--- src/lsc_pkg.sv ---
package lsc_pkg;
    localparam int unsigned LSC_SEGS = 40;
    localparam int unsigned LSC_COMS = 4;
    localparam int unsigned LSC_KEYS = 8;
    localparam int unsigned LSC_KRET = 6;
    localparam int unsigned LSC_KEY_SEGMENT_OUTPUT_0 = 24;

    localparam logic [15:0] LSC_ADDR_DRIVE_SCAN = 16'hFFB0;
    localparam logic [15:0] LSC_ADDR_DISP_MODE = 16'hFFB1;
    localparam logic [7:0] LSC_DRIVE_SCAN_RST = 8'h00;
    localparam logic [7:0] LSC_DISP_MODE_RST = 8'h00;
    localparam logic [7:0] LSC_RDATA_NONE = 8'h00;

    // drive_scan_control fields
    localparam int unsigned LSC_VM_HI = 5;
    localparam int unsigned LSC_VM_LO = 4;
    localparam int unsigned LSC_KSF_BIT = 1;
    localparam int unsigned LSC_KEY_SCAN_ENABLE_BIT = 0;
    localparam logic [1:0] LSC_VM_EXTERNAL = 2'h0;
    localparam logic [1:0] LSC_VM_INTERNAL = 2'h1;

    // display_mode_control fields
    localparam int unsigned LSC_DON_BIT = 7;
    localparam int unsigned LSC_POC_BIT = 6;
    localparam int unsigned LSC_BOOST_BIT = 4;
    localparam int unsigned LSC_MODE_HI = 2;
    localparam int unsigned LSC_MODE_LO = 0;

    localparam logic [2:0] LSC_MODE_4S_3B = 3'h0;
    localparam logic [2:0] LSC_MODE_3S_3B = 3'h1;
    localparam logic [2:0] LSC_MODE_2S_2B = 3'h2;
    localparam logic [2:0] LSC_MODE_3S_2B = 3'h3;
    localparam logic [2:0] LSC_MODE_STATIC = 3'h4;

    localparam logic [2:0] LSC_SLICES_1 = 3'h1;
    localparam logic [2:0] LSC_SLICES_2 = 3'h2;
    localparam logic [2:0] LSC_SLICES_3 = 3'h3;
    localparam logic [2:0] LSC_SLICES_4 = 3'h4;
    localparam logic [2:0] LSC_SLICE_ONE = 3'h1;
    localparam logic [2:0] LSC_SLICE_ZERO = 3'h0;
    localparam logic [2:0] LSC_KEY_ONE = 3'h1;
endpackage

--- src/lsc_lcd_driver.sv ---
// Function
// - drive_scan_control resets to zero: key scan off, external division.
// - bits 5:4 choose external (00) or internal (01) resistance division.
// - bit 1 read-only, reads 1 during key scan slice, else 0.
// - bit 0 turns segment key scan off (0) or on (1).
// - key scan adds one extra slice per frame, except in static mode, driving key sources.
// - display_mode_control resets to zero: off, grounded, no boost, 4-slice.
// - display enable bit 7; when 0 all segments deselected.
// - bit 6 low grounds all pins; high gives deselect segments, common waveform.
// - bit 4 enables internal gate voltage boosting.
// - mode field decodes 4/3 at 1/3, 2/3 at 1/2, static; rest prohibited.
// - forty segment outputs and four common outputs.
// - up to eight segments double as key source outputs.
// - frame rate is LCD clock ticks divided by slice count.
`timescale 1ns/1ps
module lsc_lcd_driver
    import lsc_pkg::*;
(
    input wire logic i_mclk,
    input wire logic i_rst_n,
    input wire logic [15:0] i_addr,
    input wire logic [7:0] i_wdata,
    input wire logic i_wr,
    input wire logic i_rd,
    input wire logic i_lcd_tick,
    input wire logic [LSC_SEGS*LSC_COMS-1:0] i_disp_data,
    input wire logic [LSC_KRET-1:0] i_key_return,
    output logic [7:0] o_rdata,
    output logic [LSC_SEGS-1:0] o_seg_sel,
    output logic [LSC_COMS-1:0] o_com_act,
    output logic [LSC_KEYS-1:0] o_key_src,
    output logic [LSC_KRET-1:0] o_key_state,
    output logic o_pins_ground,
    output logic o_ac_phase,
    output logic o_bias_half,
    output logic o_static,
    output logic o_gate_boost,
    output logic o_vgen_internal,
    output logic o_key_scan_flag
);
    logic [1:0] volt_method;
    logic key_scan_enable;
    logic display_enable;
    logic pin_output_control;
    logic gate_boost_enable;
    logic [2:0] disp_mode;
    logic [2:0] act_mode;
    logic act_key;
    logic [2:0] disp_slices;
    logic [2:0] next_slices;
    logic [2:0] slice;
    logic frame_end;
    logic key_slice;
    logic [2:0] key_idx;
    logic [LSC_KRET-1:0] kr_meta;
    logic [LSC_KRET-1:0] kr_sync;
    logic [LSC_SEGS-1:0] next_seg_sel;
    logic [LSC_COMS-1:0] next_com_act;
    logic [LSC_KEYS-1:0] next_key_src;
    logic wr_dsc;
    logic wr_dmc;

    assign wr_dsc = i_wr && (i_addr == LSC_ADDR_DRIVE_SCAN);
    assign wr_dmc = i_wr && (i_addr == LSC_ADDR_DISP_MODE);

    always_ff @(posedge i_mclk) begin
        if (!i_rst_n) begin
            volt_method <= LSC_DRIVE_SCAN_RST[LSC_VM_HI:LSC_VM_LO];
            key_scan_enable <= LSC_DRIVE_SCAN_RST[LSC_KEY_SCAN_ENABLE_BIT];
        end else if (wr_dsc) begin
            volt_method <= i_wdata[LSC_VM_HI:LSC_VM_LO];
            key_scan_enable <= i_wdata[LSC_KEY_SCAN_ENABLE_BIT];
        end
    end

    always_ff @(posedge i_mclk) begin
        if (!i_rst_n) begin
            display_enable <= LSC_DISP_MODE_RST[LSC_DON_BIT];
            pin_output_control <= LSC_DISP_MODE_RST[LSC_POC_BIT];
            gate_boost_enable <= LSC_DISP_MODE_RST[LSC_BOOST_BIT];
            disp_mode <= LSC_DISP_MODE_RST[LSC_MODE_HI:LSC_MODE_LO];
        end else if (wr_dmc) begin
            display_enable <= i_wdata[LSC_DON_BIT];
            pin_output_control <= i_wdata[LSC_POC_BIT];
            gate_boost_enable <= i_wdata[LSC_BOOST_BIT];
            disp_mode <= i_wdata[LSC_MODE_HI:LSC_MODE_LO];
        end
    end

    always_ff @(posedge i_mclk) begin
        if (!i_rst_n) begin
            o_rdata <= LSC_RDATA_NONE;
        end else if (i_rd) begin
            o_rdata <= LSC_RDATA_NONE;
            if (i_addr == LSC_ADDR_DRIVE_SCAN) begin
                o_rdata[LSC_VM_HI:LSC_VM_LO] <= volt_method;
                o_rdata[LSC_KSF_BIT] <= o_key_scan_flag;
                o_rdata[LSC_KEY_SCAN_ENABLE_BIT] <= key_scan_enable;
            end else if (i_addr == LSC_ADDR_DISP_MODE) begin
                o_rdata[LSC_DON_BIT] <= display_enable;
                o_rdata[LSC_POC_BIT] <= pin_output_control;
                o_rdata[LSC_BOOST_BIT] <= gate_boost_enable;
                o_rdata[LSC_MODE_HI:LSC_MODE_LO] <= disp_mode;
            end
        end
    end

    // prohibited codes fall back to the 4-slice timing
    always_comb begin
        unique case (act_mode)
            LSC_MODE_3S_3B: disp_slices = LSC_SLICES_3;
            LSC_MODE_2S_2B: disp_slices = LSC_SLICES_2;
            LSC_MODE_3S_2B: disp_slices = LSC_SLICES_3;
            LSC_MODE_STATIC: disp_slices = LSC_SLICES_1;
            default: disp_slices = LSC_SLICES_4;
        endcase
    end

    // key slice appended except in static mode
    assign next_slices = disp_slices
        + ((act_key && act_mode != LSC_MODE_STATIC) ? LSC_KEY_ONE : LSC_SLICE_ZERO);
    assign key_slice = act_key && (act_mode != LSC_MODE_STATIC) && (slice == disp_slices);

    lsc_slice_seq u_seq (
        .i_mclk(i_mclk),
        .i_rst_n(i_rst_n),
        .i_tick(i_lcd_tick),
        .i_slices(next_slices),
        .o_slice(slice),
        .o_frame_end(frame_end)
    );

    always_ff @(posedge i_mclk) begin
        if (!i_rst_n) begin
            act_mode <= LSC_MODE_4S_3B;
            act_key <= 1'h0;
            o_ac_phase <= 1'h0;
            key_idx <= LSC_SLICE_ZERO;
        end else if (frame_end) begin
            act_mode <= disp_mode;
            act_key <= key_scan_enable;
            o_ac_phase <= ~o_ac_phase;
            if (act_key) begin
                key_idx <= key_idx + LSC_SLICE_ONE;
            end
        end
    end

    always_ff @(posedge i_mclk) begin
        if (!i_rst_n) begin
            kr_meta <= '0;
            kr_sync <= '0;
            o_key_state <= '0;
        end else begin
            kr_meta <= i_key_return;
            kr_sync <= kr_meta;
            if (key_slice && frame_end) begin
                o_key_state <= kr_sync;
            end
        end
    end

    genvar g;
    generate
        for (g = 0; g < LSC_SEGS; g++) begin : g_seg
            always_comb begin
                next_seg_sel[g] = pin_output_control && display_enable && !key_slice
                    && i_disp_data[g*LSC_COMS + slice[1:0]];
            end
        end
        for (g = 0; g < LSC_COMS; g++) begin : g_com
            always_comb begin
                next_com_act[g] = pin_output_control && !key_slice
                    && ((act_mode == LSC_MODE_STATIC) || (slice[1:0] == g));
            end
        end
        for (g = 0; g < LSC_KEYS; g++) begin : g_key
            always_comb begin
                next_key_src[g] = pin_output_control && key_slice && (key_idx == g);
            end
        end
    endgenerate

    always_ff @(posedge i_mclk) begin
        if (!i_rst_n) begin
            o_seg_sel <= '0;
            o_com_act <= '0;
            o_key_src <= '0;
            o_pins_ground <= 1'h1;
            o_key_scan_flag <= 1'h0;
        end else begin
            o_seg_sel <= next_seg_sel;
            o_com_act <= next_com_act;
            o_key_src <= next_key_src;
            o_pins_ground <= !pin_output_control;
            o_key_scan_flag <= key_slice;
        end
    end

    always_ff @(posedge i_mclk) begin
        if (!i_rst_n) begin
            o_bias_half <= 1'h0;
            o_static <= 1'h0;
            o_gate_boost <= 1'h0;
            o_vgen_internal <= 1'h0;
        end else begin
            o_bias_half <= (act_mode == LSC_MODE_2S_2B) || (act_mode == LSC_MODE_3S_2B);
            o_static <= act_mode == LSC_MODE_STATIC;
            o_gate_boost <= gate_boost_enable;
            o_vgen_internal <= volt_method == LSC_VM_INTERNAL;
        end
    end
endmodule

--- src/lsc_slice_seq.sv ---
`timescale 1ns/1ps
module lsc_slice_seq
    import lsc_pkg::*;
(
    input wire logic i_mclk,
    input wire logic i_rst_n,
    input wire logic i_tick,
    input wire logic [2:0] i_slices,
    output logic [2:0] o_slice,
    output logic o_frame_end
);
    logic [2:0] slice;

    // frame ends on the tick of the last slice
    assign o_frame_end = i_tick && (slice >= (i_slices - LSC_SLICE_ONE));
    assign o_slice = slice;

    always_ff @(posedge i_mclk) begin
        if (!i_rst_n) begin
            slice <= LSC_SLICE_ZERO;
        end else if (o_frame_end) begin
            slice <= LSC_SLICE_ZERO;
        end else if (i_tick) begin
            slice <= slice + LSC_SLICE_ONE;
        end
    end
endmodule
--- config.mk ---
export PLATFORM = sky130hd
export DESIGN_NAME = lsc_lcd_driver
export DESIGN_NICKNAME = d
export VERILOG_FILES = /design/src/lsc_pkg.sv /design/src/lsc_lcd_driver.sv /design/src/lsc_slice_seq.sv
export SDC_FILE = /design/constraint.sdc
export NUM_CORES = 1
export LEC_CHECK = 0
export ABC_AREA = 1
export BUFFER_PORTS_ARGS = -buffer_cell sky130_fd_sc_hd__buf_2
export CAP_MARGIN = 0
export CORE_MARGIN = 8
export CORE_UTILIZATION = 44
export DETAILED_ROUTE_END_ITERATION = 7
export GPL_TIMING_DRIVEN = 1
export HOLD_SLACK_MARGIN = 0.05
export PLACE_DENSITY = 0.81
export SETUP_SLACK_MARGIN = 0.3
export SYNTH_ARGS = -nofsm -noshare
export SYNTH_HDL_FRONTEND = slang
export SYNTH_HIERARCHICAL = 1
export SYNTH_SLANG_ARGS = --single-unit
export TNS_END_PERCENT = 30
--- constraint.sdc ---
create_clock -name i_mclk -period 3.3 [get_ports i_mclk]
set_clock_uncertainty 0.05 [all_clocks]
set_input_delay 0.165 -clock i_mclk [delete_from_list [all_inputs] [get_ports i_mclk]]
set_output_delay 0.165 -clock i_mclk [all_outputs]
set_load 0.01 [all_outputs]
==> results.py <==
metrics = {
    "logic_synthesis": {
        "synthArstFlopShare": 0,
        "netlist.top_cell.by_area": "dfxtp_1",
        "syn-num-nets": 814,
        "synth_edf_count": 0,
        "yosys.cell_count.top_type": "nand2_1",
        "synth-main-ff-cell": "dfxtp_1",
        "syn_avg_cell_area_um2": 7.400,
        "synth.cell_area_um2": 4484,
        "ys_seq_area_frac": 0.4598,
        "ys_seq_elements": 103,
        "ys_warn_count": 6,
        "synth_cell_types": 29,
        "synthTopCellsByCount": "nand2_1, dfxtp_1, nor2_1",
        "synth_top_area_share": 0.4598,
        "yosys-top-cells-area": "dfxtp_1, nand2_1, nor2_1, a221oi_1, inv_1",
        "netlist_instances": 606,
    },
    "clocking": {
        "numCtsBuffers": 9,
        "clock-sinks": 103,
        "clkTransAtPathRegs_ns": 0.10,
        "cts_max_level": 3,
        "clock_path_buffers": 2,
        "worstSkewPairLatency_ns": 0.36,
        "clock-root-buffer": "clkbuf_8",
        "cts_tree": "built",
    },
    "floorplanning": {
        "rows": 37,
        "core_area_um2": 10090,
        "die_area_um2": 13680,
        "pin_count": 268,
        "initial_core_util": 0.4443,
        "die_height_um": 117.0,
        "die_w_um": 117.0,
    },
    "setup_path": {
        "path_cells": "nand2_1 -> inv_1 -> buf_4 -> nand2_1 -> nand2_1 -> a221oi_1 -> dlygate4sd3_1 -> nor2_1",
        "startpoint_type": "flop",
        "crit_top_cell": "nand2_1",
        "critPathArrivalTime_ns": 3.08,
        "required_ns": 3.53,
        "critPathMaxFanout": 27,
        "endpoint_kind": "flop",
        "crit_type": "reg -> reg",
        "cp_num_buf_inv": 3,
        "cp_slowest_stage_delay_ns": 0.72,
        "cp_slowest_cell": "inv_1",
        "rrSetupSlack_ns": 0.45,
        "critPathTopFamily": "buffers and inverters",
    },
    "power": {
        "combPwrFrac": 0.411,
        "p_clk_frac": 0.214,
        "p_leak_nw": 3.788,
        "internal_power_mw": 2.282,
        "power_mw": 3.528,
        "seqPwrFrac": 0.375,
        "p_sw_mw": 1.246,
        "ir_drop_v": 0.0002767,
        "p_per_area_nw_per_um2": 503.3,
        "p_sw_frac": 0.3531,
    },
    "layout": {
        "num-fill-cells": 780,
        "drive_gt1_frac": 0.3270,
        "fin_nets": 1157,
        "syn_to_final_growth_pct": 56.33,
    },
    "detailed_routing": {
        "drtAntennaViolNets": 0,
        "first_pass_iters": 5,
        "drt-total-wl_um": 18360,
        "wire_per_inst_um": 16.81,
        "drt-vias-per-instance": 4.964,
        "vias": 5421,
        "first_iter_violations": 590,
        "drcViolationCount": 0,
    },
    "timing": {
        "fmax_mhz": 350.8,
        "setup_viol": 0,
        "rsz0062_at_grt": "yes",
        "min_period_ns": 2.851,
        "drv_slew": 0,
        "fin_ws_ns": 0.4495,
        "finalHoldViolCount": 0,
        "fin_crit_sh": 0.8638,
        "max_slew_margin": 0.3596,
        "worst-slew-pin-transition_ns": 0.9596,
        "setup_tns_ns": 0,
    },
    "grt": {
        "grt_first_pass_wirelength_um": 26880,
        "antenna_found_initial": 1,
        "grt_max_degree": 47,
        "busiest_layer": "met2",
        "track_usage": 0.2532,
        "grt_use_met2": 0.4305,
        "grt_pass1_vias": 5303,
        "met3_usage": 0.06824,
        "grtUsageMet1": 0.2827,
        "grt-ovfl-total": 0,
    },
    "placed_design": {
        "dp_slack_ns": 0.3839,
        "dp_hpwl_um": 12480,
        "gp_congestion": 0.8673,
        "numPortBuffers": 265,
    },
    "run_status": {
        "status": "completed",
    },
    "run": {
        "maxCapViolations": 0,
    },
    "hold_path": {
        "hold_path.class": "in -> reg",
    },
}
layout make-up:
type	count	area [µm²]	share of cell area
inverters	67	251.5	0.03587
repair buffers	362	2276	0.3246
clock inverters	7	67.56	0.009638
clock buffers	9	123.9	0.01767
flip-flops and latches	103	2063	0.2943
multi-input cells	406	2053	0.2929
diodes	2	5.005	0.0007139
well taps	136	170.2	0.02427
layout by cell type, fill, tap and decap left out, types with 2 or more instances in the layout:
master and n:
nor2_2 5, nor2_1 88, a21oi_1 12, nand3_2 2, ha_1 13, a22oi_1 10
o21ai_0 7, clkbuf_8 9, clkinv_4 2, nand3_1 19, dlygate4sd3_1 87, dfxtp_1 102
xnor2_1 4, inv_6 2, diode_2 2, buf_4 9, buf_2 265, a221oi_1 35
inv_1 66, nand4_1 12, nand2_1 181, nand2_2 5, a21oi_2 2
registers in the layout (all words and copies together) (netlist names), 3 cells and up:
register	cells
act_mode	3
disp_mode	3
key_idx	3
kr_meta	6
kr_sync	6
o_com_act	4
o_key_src	8
o_key_state	6
o_rdata	7
o_seg_sel	40
u_seq/o_slice	3
timing repair:
| action | 4_1_cts | 5_1_grt |
|---|---|---|
| endpoints found under the hold margin | 51 | 1 |
| buffers inserted | 0 | 1 |
| resized for setup | 0 | 7 |
| hold buffers | 86 | 1 |
| endpoints found under the setup margin | 0 | 15 |
cells by family (layout without fill, tap and decap cells):
group / count (synthesis) / count (layout) / share of synthesized area
and+or+nand+nor: 319 / 319 / 0.2919
DFF: 103 / 103 / 0.4598
buffers and inverters: 97 / 445 / 0.08622
AOI/OAI and AO/OA: 67 / 67 / 0.1113
adders and majority gates: 13 / 13 / 0.03627
xor gates and xnor gates: 5 / 5 / 0.01144
other: 1 / 3 / 0.0008363
muxes: 1 / 1 / 0.002232
routing by layer:
layer	vias up	wire, µm
li1	2628	-
met1	2395	6822
met2	322	8864
met3	76	1827
met4	0	845
met5	-	0
worst reg2reg max path: stages, from the launching register on:
cell and delay, ns:
dfxtp_1 0.55, nand2_1 0.12, inv_1 0.72, buf_4 0.36, nand2_1 0.08, nand2_1 0.09, a221oi_1 0.06, dlygate4sd3_1 0.62
nor2_1 0.13
power groups by stage:
stage | Combinational (mW) | Sequential, mW | Clock, mW
3_5_place_dp | 1.05 | 1.35 | 0
2_1_floorplan | 0.731 | 1.34 | 0
5_1_grt | 1.59 | 1.33 | 0.831
3_3_place_gp | 1.03 | 1.35 | 0
6_report | 1.45 | 1.32 | 0.757
4_1_cts | 1.36 | 1.32 | 0.777
path summary, 6_finish.rpt:
| check | startpoint | endpoint | cells past startpoint |
|---|---|---|---|
| hold / removal | i_disp_data[69] | o_seg_sel[17] | 3 |
| setup reg to reg | u_seq/o_slice[0] | o_seg_sel[34] | 8 |
| setup / recovery | u_seq/o_slice[0] | o_seg_sel[34] | 8 |
| hold reg to reg | kr_meta[2] | kr_sync[2] | 2 |
metrics by stage:
stage / std cells / util / hold WS, ns / cell area, µm²
6_report: 1092 / 0.6946 / 0.06468 / 7010
3_3_place_gp: 986 / 0.5867 / 0.2948 / 5921
5_1_grt: 1091 / 0.6944 / 0.06246 / 7008
2_1_floorplan: 606 / - / 0.2126 / 4484
3_5_place_dp: 986 / 0.5867 / 0.2992 / 5921
4_1_cts: 1088 / 0.6909 / 0.05371 / 6973
Power figures use the tool's default switching activity.
